`config.mk`:
```
export PLATFORM = sky130hd
export DESIGN_NAME = dpa_backend
export DESIGN_NICKNAME = d
export VERILOG_FILES = /design/src/inc/dpa_pkg.sv /design/src/hdl/dpa_backend.sv
export SDC_FILE = /design/constraint.sdc
export NUM_CORES = 1
export LEC_CHECK = 0
export ABC_CLOCK_PERIOD_IN_PS = 2000
export BUFFER_PORTS_ARGS = -buffer_cell sky130_fd_sc_hd__buf_2
export CORE_MARGIN = 10
export CORE_UTILIZATION = 59
export CTS_CLUSTER_SIZE = 8
export DETAILED_ROUTE_END_ITERATION = 8
export PLACE_DENSITY = 0.78
export SLEW_MARGIN = 10
export SYNTH_ARGS = -nofsm -noshare
export SYNTH_HDL_FRONTEND = slang
export SYNTH_HIERARCHICAL = 1
export SYNTH_SLANG_ARGS = --single-unit
export TNS_END_PERCENT = 100
```
`constraint.sdc`:
```
create_clock -name SYS_CLK -period 2 [get_ports SYS_CLK]
set_input_delay 0.1 -clock SYS_CLK [delete_from_list [all_inputs] [get_ports SYS_CLK]]
set_output_delay 0.1 -clock SYS_CLK [all_outputs]
set_load 0.01 [all_outputs]
```
`src/inc/dpa_pkg.sv`:
```
// Shared types and constants for the dual pipeline converter back end.
// Assumes one system clock and an external sample clock sampled by it.
package dpa_pkg;

   localparam int CODE_W       = 10;
   localparam int STAGE_CNT    = 9;
   localparam int RAW_W        = 2 * STAGE_CNT;
   // Alignment line depth; output leaves from its last slot
   localparam int LINE_DEPTH   = 6;
   // Sample clock cycles from sample to output word
   localparam int LATENCY_CYC  = 6;
   // Sample clock cycles before output data is valid
   localparam int INIT_CYC     = 20;
   localparam int INIT_CNT_W   = 5;
   localparam logic [INIT_CNT_W-1:0] INIT_LAST = INIT_CNT_W'(INIT_CYC);
   localparam logic [CODE_W-1:0] CODE_FULL = 10'h03ff;
   localparam logic [CODE_W-1:0] CODE_ZERO = 10'h0000;

   // Raw stage decisions, two bits per stage, stage 1 in the low bits
   typedef struct packed {
      logic [RAW_W-1:0] i;
      logic [RAW_W-1:0] q;
   } dpa_raw_t;

   // Final offset binary codes of both channels
   typedef struct packed {
      logic [CODE_W-1:0] i;
      logic [CODE_W-1:0] q;
   } dpa_code_t;

   typedef struct packed {
      logic [LINE_DEPTH-1:0][RAW_W-1:0] i;
      logic [LINE_DEPTH-1:0][RAW_W-1:0] q;
   } dpa_line_t;

   typedef struct packed {
      logic                  clk_meta;
      logic                  clk_sync;
      logic                  clk_prev;
      dpa_raw_t              raw_meta;
      dpa_raw_t              raw_sync;
      logic                  phase_sample;
      logic                  phase_hold;
      dpa_line_t             line;
      dpa_code_t             code;
      logic                  strobe;
      logic [INIT_CNT_W-1:0] init_cnt;
      logic                  valid;
   } dpa_state_t;

   localparam dpa_state_t ST_RESET = '0;

endpackage

```
`src/hdl/dpa_backend.sv`:
```
// Digital back end of two pipelined 10-bit converter channels.
// Holds the phase generator, the alignment line, the output register
// and one small correction module used once per channel.
// Assumes the analog core delivers stage decisions as levels, and the
// sample clock arrives asynchronously, much slower than SYS_CLK.
// Capturing logic takes CODE_OUT while CODE_STROBE is high and
// ignores every word until DATA_VALID rises.
//
// Notes on behaviour
// - Non-overlapping sample and hold phases come from the sample clock.
// - Eight two-bit stages, then a two-bit flash ninth stage.
// - Each stage runs in the phase opposite to its predecessor.
// - Each of the eight two-bit stage words before the flash carries one redundant bit.
// - Delay line aligns all stage bits to stage nine, giving eighteen bits.
// - Correction removes stage errors, one 10-bit word per sample.
// - A sample's word appears after the sixth following sample clock.
// - After latency, one new word appears every sample clock.
// - Output is offset binary, rising with input.
// - All ones at positive full scale, all zeros at negative.
// - Up to twenty clocks pass before data valid; discard earlier words.
`timescale 1ns/1ps

module dpa_backend
   import dpa_pkg::*;
(
   // System
   input  wire logic                   SYS_CLK,
   input  wire logic                   SYS_RST,
   // Sample clock from system logic
   input  wire logic                   SAMPLE_CLK,
   // Stage decisions from the analog core
   input  wire dpa_raw_t               STAGE_BITS,
   // Phases to the analog core
   output logic                        PHASE_SAMPLE,
   output logic                        PHASE_HOLD,
   output logic [STAGE_CNT-1:0]        STAGE_SAMPLING,
   // Output bus
   output dpa_code_t                   CODE_OUT,
   output logic                        CODE_STROBE,
   output logic                        DATA_VALID
);

   dpa_state_t st;
   dpa_state_t next_st;
   logic       clk_rise;
   logic       clk_fall;
   // Corrected words of the oldest line slot
   logic [CODE_W-1:0] corr_i;
   logic [CODE_W-1:0] corr_q;

   // Stage words leave the line through these
   // one corrector a channel
   dpa_correct dpa_correct_i_inst
   (
      .stage_word (st.line.i[LINE_DEPTH-1]),
      .code       (corr_i)
   );

   // identical corrector for the second channel
   dpa_correct dpa_correct_q_inst
   (
      .stage_word (st.line.q[LINE_DEPTH-1]),
      .code       (corr_q)
   );

   // Second and third flops only; first flop feeds nothing else
   assign clk_rise = st.clk_sync & ~st.clk_prev;
   assign clk_fall = ~st.clk_sync & st.clk_prev;

   always_comb
   begin
      next_st = st;

      // Sample clock: two flops, then a third for edges
      next_st.clk_meta = SAMPLE_CLK;
      next_st.clk_sync = st.clk_meta;
      next_st.clk_prev = st.clk_sync;

      // Stage bits cross the same way, ready at each edge
      next_st.raw_meta = STAGE_BITS;
      next_st.raw_sync = st.raw_meta;

      // gap cycle at each edge keeps phases apart
      next_st.phase_sample = st.clk_sync & st.clk_prev;
      next_st.phase_hold = ~st.clk_sync & ~st.clk_prev;
      // Strobe lasts one cycle
      next_st.strobe = 1'b0;

      if (clk_rise)
      begin
         // line advances on the sample clock
         for (int k = LINE_DEPTH - 1; k > 0; k--)
         begin
            next_st.line.i[k] = st.line.i[k-1];
            next_st.line.q[k] = st.line.q[k-1];
         end
         // Fresh slot for the newest sample
         next_st.line.i[0] = '0;
         next_st.line.q[0] = '0;
         for (int s = 0; s < STAGE_CNT; s += 2)
         begin
            next_st.line.i[s/2][2*s +: 2] = st.raw_sync.i[2*s +: 2];
            next_st.line.q[s/2][2*s +: 2] = st.raw_sync.q[2*s +: 2];
         end
      end

      if (clk_fall)
      begin
         // even stages take the other phase
         for (int s = 1; s < STAGE_CNT; s += 2)
         begin
            next_st.line.i[s/2][2*s +: 2] = st.raw_sync.i[2*s +: 2];
            next_st.line.q[s/2][2*s +: 2] = st.raw_sync.q[2*s +: 2];
         end
         // word leaves six clocks after its sample
         next_st.code.i = corr_i;
         next_st.code.q = corr_q;

         next_st.strobe = 1'b1;

         // count init clocks
         // Counter rests at its end value, no wrap
         if (st.init_cnt != INIT_LAST)
         begin
            next_st.init_cnt = st.init_cnt + 1'b1;
         end
      end

      next_st.valid = (st.init_cnt == INIT_LAST);
   end

   // Single register stage holds all state
   always_ff @(posedge SYS_CLK)
   begin
      if (SYS_RST)
      begin
         st <= ST_RESET;
      end
      else
      begin
         st <= next_st;
      end
   end

   // alternate stages sample in opposite phases
   always_comb
   begin
      for (int s = 0; s < STAGE_CNT; s++)
      begin
         STAGE_SAMPLING[s] = (s % 2 == 0) ? st.phase_hold : st.phase_sample;
      end
   end

   // Outputs straight from flops
   assign PHASE_SAMPLE = st.phase_sample;
   assign PHASE_HOLD   = st.phase_hold;
   assign CODE_OUT     = st.code;
   assign CODE_STROBE  = st.strobe;
   assign DATA_VALID   = st.valid;

endmodule

// Overlap-add correction of one channel's eighteen-bit stage word.
// Stage 1 sits in the low bits and weighs most. Each stage's
// redundant bit overlaps the next stage's weight, so a stage that
// decided one step low is made good by the stages after it.
// Largest sum is three times the full weight, beyond full scale.
// Combinational; the caller registers the result.
module dpa_correct
   import dpa_pkg::*;
#(
   parameter int STAGES = STAGE_CNT,
   parameter int OUT_W  = CODE_W
)
(
   // Aligned stage decisions, two bits a stage
   input  wire logic [2*STAGES-1:0] stage_word,
   // Corrected offset binary code
   output logic      [OUT_W-1:0]    code
);

   // Full scale with the spare overflow bit clear
   localparam logic [OUT_W:0] FULL = (OUT_W+1)'(CODE_FULL);

   // One spare bit holds the overflow before saturation
   logic [OUT_W:0] sum;
   // Weighted value of the stage in hand
   logic [OUT_W:0] term;

   always_comb
   begin
      sum  = '0;
      term = '0;

      for (int s = 0; s < STAGES; s++)
      begin
         term = (OUT_W+1)'(stage_word[2*s +: 2]) << (STAGES - 1 - s);
         sum  = sum + term;
      end

      if (sum > FULL)
      begin
         code = FULL[OUT_W-1:0];
      end
      else
      begin
         code = sum[OUT_W-1:0];
      end
   end

endmodule

```
======== Word-level counts from Yosys, hierarchy flattened ========
Cells that the tools add are included.
storage, ports and cells
  register bits after elaboration ......... 256
  output and inout port bits .............. 33
  logic and storage cells ................. 76
cells by class
  $add $sub $neg .......................... 17
  magnitude comparators ................... 2
  equal/unequal tests ..................... 2
  multiplexer cells ....................... 13
  bitwise gates (word level) .............. 6
  reduce and logical (&&, ||, !) cells .... 2
operators by type and width
  cell                  count
  $mux 178              1
  $add 10x9->11         2
  $add 11x2->11         2
  $add 11x3->11         2
  $add 11x4->11         2
  $add 11x5->11         2
  $add 11x6->11         2
  $add 11x7->11         2
  $add 11x8->11         2
  $gt 11x10->1 const B  2
  $mux 10               2
  $mux 2                8
  $mux 6                1
  $add 5x1->5 const B   1
  $eq 5x5->1 const B    1
  $mux 5                1
  $ne 5x5->1 const B    1
  $and 1x1->1           4
  $not 1->1             2
  $reduce_and 2->1      1
  $reduce_bool 2->1     1

======== Logic depth before layout (Yosys ltp) ========
  depth in word-level cells ............... 10
  depth in mapped cells ................... 9
  gate-level depth less buffers ........... 9

======== Cells and area by module ========
Netlist, hierarchy kept.
by module, submodules not included
  module       times used  cells an instance  area an instance (sq um)  seq. area each (sq um)
  dpa_backend  1           801                8764.7                    5124.9
  dpa_correct  2           51                 422.9                     0.0

======== Worst setup path after synthesis ========
No wires, ideal clock.
  kind .................................... flip-flop to flip-flop
  from .................................... reg st[239] (netlist name)
  to ...................................... reg st (netlist bit CODE_OUT[17])
  library setup time ...................... 114 ps
  arrival ................................. 1717 ps
  data required time ...................... 1886 ps
  setup slack ............................. 168 ps
  cell stages (with the launch flop) ...... 10
  period minus slack after synthesis ...... 1832 ps
  cell sequence ........................... dfxtp_1 -> ha_1 -> fa_1 -> a21oi_1 -> o21ai_0 -> a21oi_1 -> xor2_1 -> nand2_1 -> mux2i_1 -> nor2_1
on the way
  cells in the longest elaborated chain, start to end .. 4
ends and longest elaborated chain
  element                   RTL line            text
  start: declaration        dpa_backend.sv:43   dpa_state_t st;
  start signal: assignment  dpa_backend.sv:141  st <= next_st;
  $add 11x3->11 *           dpa_backend.sv:198  sum = sum + term;
  $add 11x2->11 *           dpa_backend.sv:198
  $gt 11x10->1              dpa_backend.sv:201  if (sum > FULL)
  $mux 10 *                 dpa_backend.sv:201
  via corr_i[7]             dpa_backend.sv:48   logic [CODE_W-1:0] corr_i;
The timed path passes the listed nets; every way through them passes the cells marked *.
A chain may end at the register's enable or synchronous reset.

======== Final worst setup path ========
  from .................................... reg st[119] (netlist name)
  to ...................................... reg st (netlist bit CODE_OUT[0])
on the way
  cells in the longest elaborated chain, start to end .. 10
ends and longest elaborated chain
  element        RTL line            text
  $add 10x9->11  dpa_backend.sv:198
  $add 11x8->11  dpa_backend.sv:198
  $add 11x7->11  dpa_backend.sv:198
  $add 11x6->11  dpa_backend.sv:198
  $add 11x5->11  dpa_backend.sv:198
  $add 11x4->11  dpa_backend.sv:198
  $add 11x3->11  dpa_backend.sv:198
  $add 11x2->11  dpa_backend.sv:198
  $gt 11x10->1   dpa_backend.sv:201
  $mux 10        dpa_backend.sv:201
  via corr_q[0]  dpa_backend.sv:49   logic [CODE_W-1:0] corr_q;
The timed path passes the listed nets, and every way through them passes these cells.

==> out/qor.txt <==
Clk buf depth = 3
Die Y = 148 um
Worst min-delay path class = input pin to flip-flop
Power share of the sequential group = 47.8%
CP arrival = 2.26 ns
I/O pins = 72
Maximum clock rate = 525 MHz
Number of remaining DRC errors = 0
Initial core utilization = 60.3%
Fin crit share = 95.3%
Post-Syn Instances = 903
Pre-antenna DRT Iters = 6
Post-DRT Antenna Nets = 0
Post-synth ARST share = 0%
Die area = 0.0218 sq mm
Yosys warnings = 6
Total of max-cap violations = 0
Switching share of power = 20.1%
Combinational Power Share = 3.5%
Skew final = 0.0152 ns
Final-report setup violation count = 0
Avg WL per Cell = 13.6 um
Crit-path max cell delay = 0.39 ns
Critical path cell sequence = ha_4 > a21oi_2 > o21ai_1 > a41o_4 > o211ai_4 > nand2b_1 > mux2i_1 > nor2_1
Netlist cell types = 38
Die W = 148 um
R2r setup slk = 0.09 ns
# diodes = 0
CTS tree = yes
Area leader, netlist = dfxtp_1
Post-synth EDFFs = 0
Mapped Area = 0.00961 sq mm
Critical Path Start Type = flip-flop
Drt initial violations = 289
Gr usage total = 14.9%
Worst-Skew Late Latency = 0.50 ns
Clock Sinks = 256
Pin count of the biggest net entering global routing = 70
Clk pwr share = 48.7%
Area grow syn2layout = 18.4%
Critical Setup Path Class = flip-flop to flip-flop
Nets = 1045
Final core occ = 71.4%
RD Place Congestion = 0.747
Share of cells above drive strength 1 = 16.3%
Final Hold Viols = 0
Total Wirelength = 16300 um
VDD IR-drop max = 0.675 mV
Register area share after synthesis = 53.3%
Slew @ Worst Pin = 0.573 ns
Vias per cell = 4.92
Total internal power = 8.73 mW
Pins Over Slew Limit = 0
Post-synth top area share = 53.3%
Synth top area cells = dfxtp_1 (53%), mux2i_1 (16%), nor2_1 (7.0%)
Worst path slowest cell = dfxtp_1
Psw = 2.20 mW
Slew margin rel. = 61.8%
CTS buffer count = 37
Initial antenna violation count = 0
Synth Register Bits = 256
Post-Syn Area per Cell = 10.6 sq um
First-pass GRT wire length = 28000 um
Critical path capture point type = flip-flop
Port Buf Inserts = 71
Vias in the first global route = 5901
GRT overflow = 0
Root Buffer = clkbuf_16
Leakage power = 4.57 nW
Top FF cell, synth = dfxtp_1
Status = complete, no violations
Core area = 0.0159 sq mm
Vias = 5896
CP required = 2.35 ns
# rows = 46
Min Tclk post-route = 1.91 ns
TNS Setup = 0 ns
# H-tree levels = 2
Synth cell count leaders = dfxtp_1 (256), nor2_1 (180), mux2i_1 (156), nor2b_1 (93), buf_4 (52)
Post-DP HPWL = 9880 um
Filler Cell Count = 1124
Clock transition time at the flip-flop clock pins of the worst setup and hold paths = 0.05 ns
Cell with the most instances after synthesis = dfxtp_1
Mapped Nets = 966
CP Max Fanout = 8
PwrDens = 961 mW/mm^2
area by class of cell:
cell class | instances | area [sq um] | area share [%]
multi-input cells | 563 | 4060 | 35.7
inverters | 6 | 22.5 | 0.198
well taps | 216 | 270 | 2.37
repair buffers | 118 | 907 | 7.97
clock buffers | 38 | 951 | 8.35
flip-flops and latches | 256 | 5130 | 45.1
clock inverters | 2 | 36.3 | 0.319
sequential cells by signal, summed over array words and instances (netlist names):
name	count
CODE_STROBE	1
CODE_OUT	20
next_st	38
PHASE_SAMPLE	1
DATA_VALID	1
st	194
PHASE_HOLD	1
cell families after synthesis:
logic type | after synthesis | synth area share (%)
multiplexers | 156 | 16.2
AND/OR/NAND/NOR | 320 | 15.8
AO/OA/AOI/OAI | 49 | 4.14
adder cells (fa/ha/maj) | 24 | 3.28
XOR/XNOR | 14 | 1.28
buffers and inverters | 84 | 5.95
flip-flops | 256 | 53.3
worst max-delay path, delay by kind of cell (launching register included):
kind	cells	cell delay [ns]
simple gates	2	0.16
fa+ha+maj	1	0.25
flops	1	0.39
compound gates	4	0.78
mux	1	0.18
final timing paths:
check / from / end / depth (start not counted)
min: SYS_RST / next_st[265] / 2
min reg2reg: next_st[249] / st[249] / 1
max reg2reg: st[119] / CODE_OUT[0] / 8
max: st[119] / CODE_OUT[0] / 8
layer usage:
layer | vias up | GRT usage [%] | wire [um]
met2 | 114 | 21.0 | 6500
li1 | 3094 | - | -
met5 | - | 0 | 0
met1 | 2659 | 21.0 | 8640
met3 | 29 | 3.88 | 781
met4 | 0 | 5.95 | 338
cell usage in the layout, fill, tap and decap left out, types with 4 or more instances in the layout:
cell             n
clkbuf_16       38
dfxtp_2          6
nor2b_1         93
nand2_1         17
mux2i_1        156
buf_2           70
a21oi_1         19
xor2_1           8
ha_1            12
nor2_1         180
and2_1           4
ha_4             9
nand2b_1         9
o21ai_1          4
inv_1            6
dlygate4sd3_1   37
a21oi_2          7
dfxtp_1        250
buf_12           8
xnor2_1          6
power groups by stage:
stage / logic [mW] / registers [mW] / clock network [mW]
detailed placement: 0.334 / 5.32 / 0
global route: 0.426 / 5.22 / 5.67
floorplan: 0.268 / 5.31 / 0
finish: 0.387 / 5.22 / 5.33
CTS: 0.389 / 5.22 / 5.45
global placement: 0.334 / 5.31 / 0
through the flow:
stage          instances  setup WS [ns]  power [mW]  instance area, sq um  hold slack [ns]
6_report            1199         0.0941        10.9                 11400           0.0193
4_1_cts             1198         0.0105        11.1                 11200           0.0202
2_1_floorplan        903          0.168        5.57                  9610            0.228
5_1_grt             1199        -0.0676        11.3                 11400           0.0429
3_3_place_gp        1121         0.0622        5.65                  9870            0.314
3_5_place_dp        1121        -0.0309        5.65                  9870            0.312
repair_timing:
item	in CTS	in global routing
buffers inserted	0	1
hold buffers	37	0
gates resized for setup	1	31
endpoints found under the setup margin	1	18
hold endpoints to repair	37	0
gates cloned	0	0
pin swaps	1	6
Note: power is estimated with default switching activity, not from simulation.
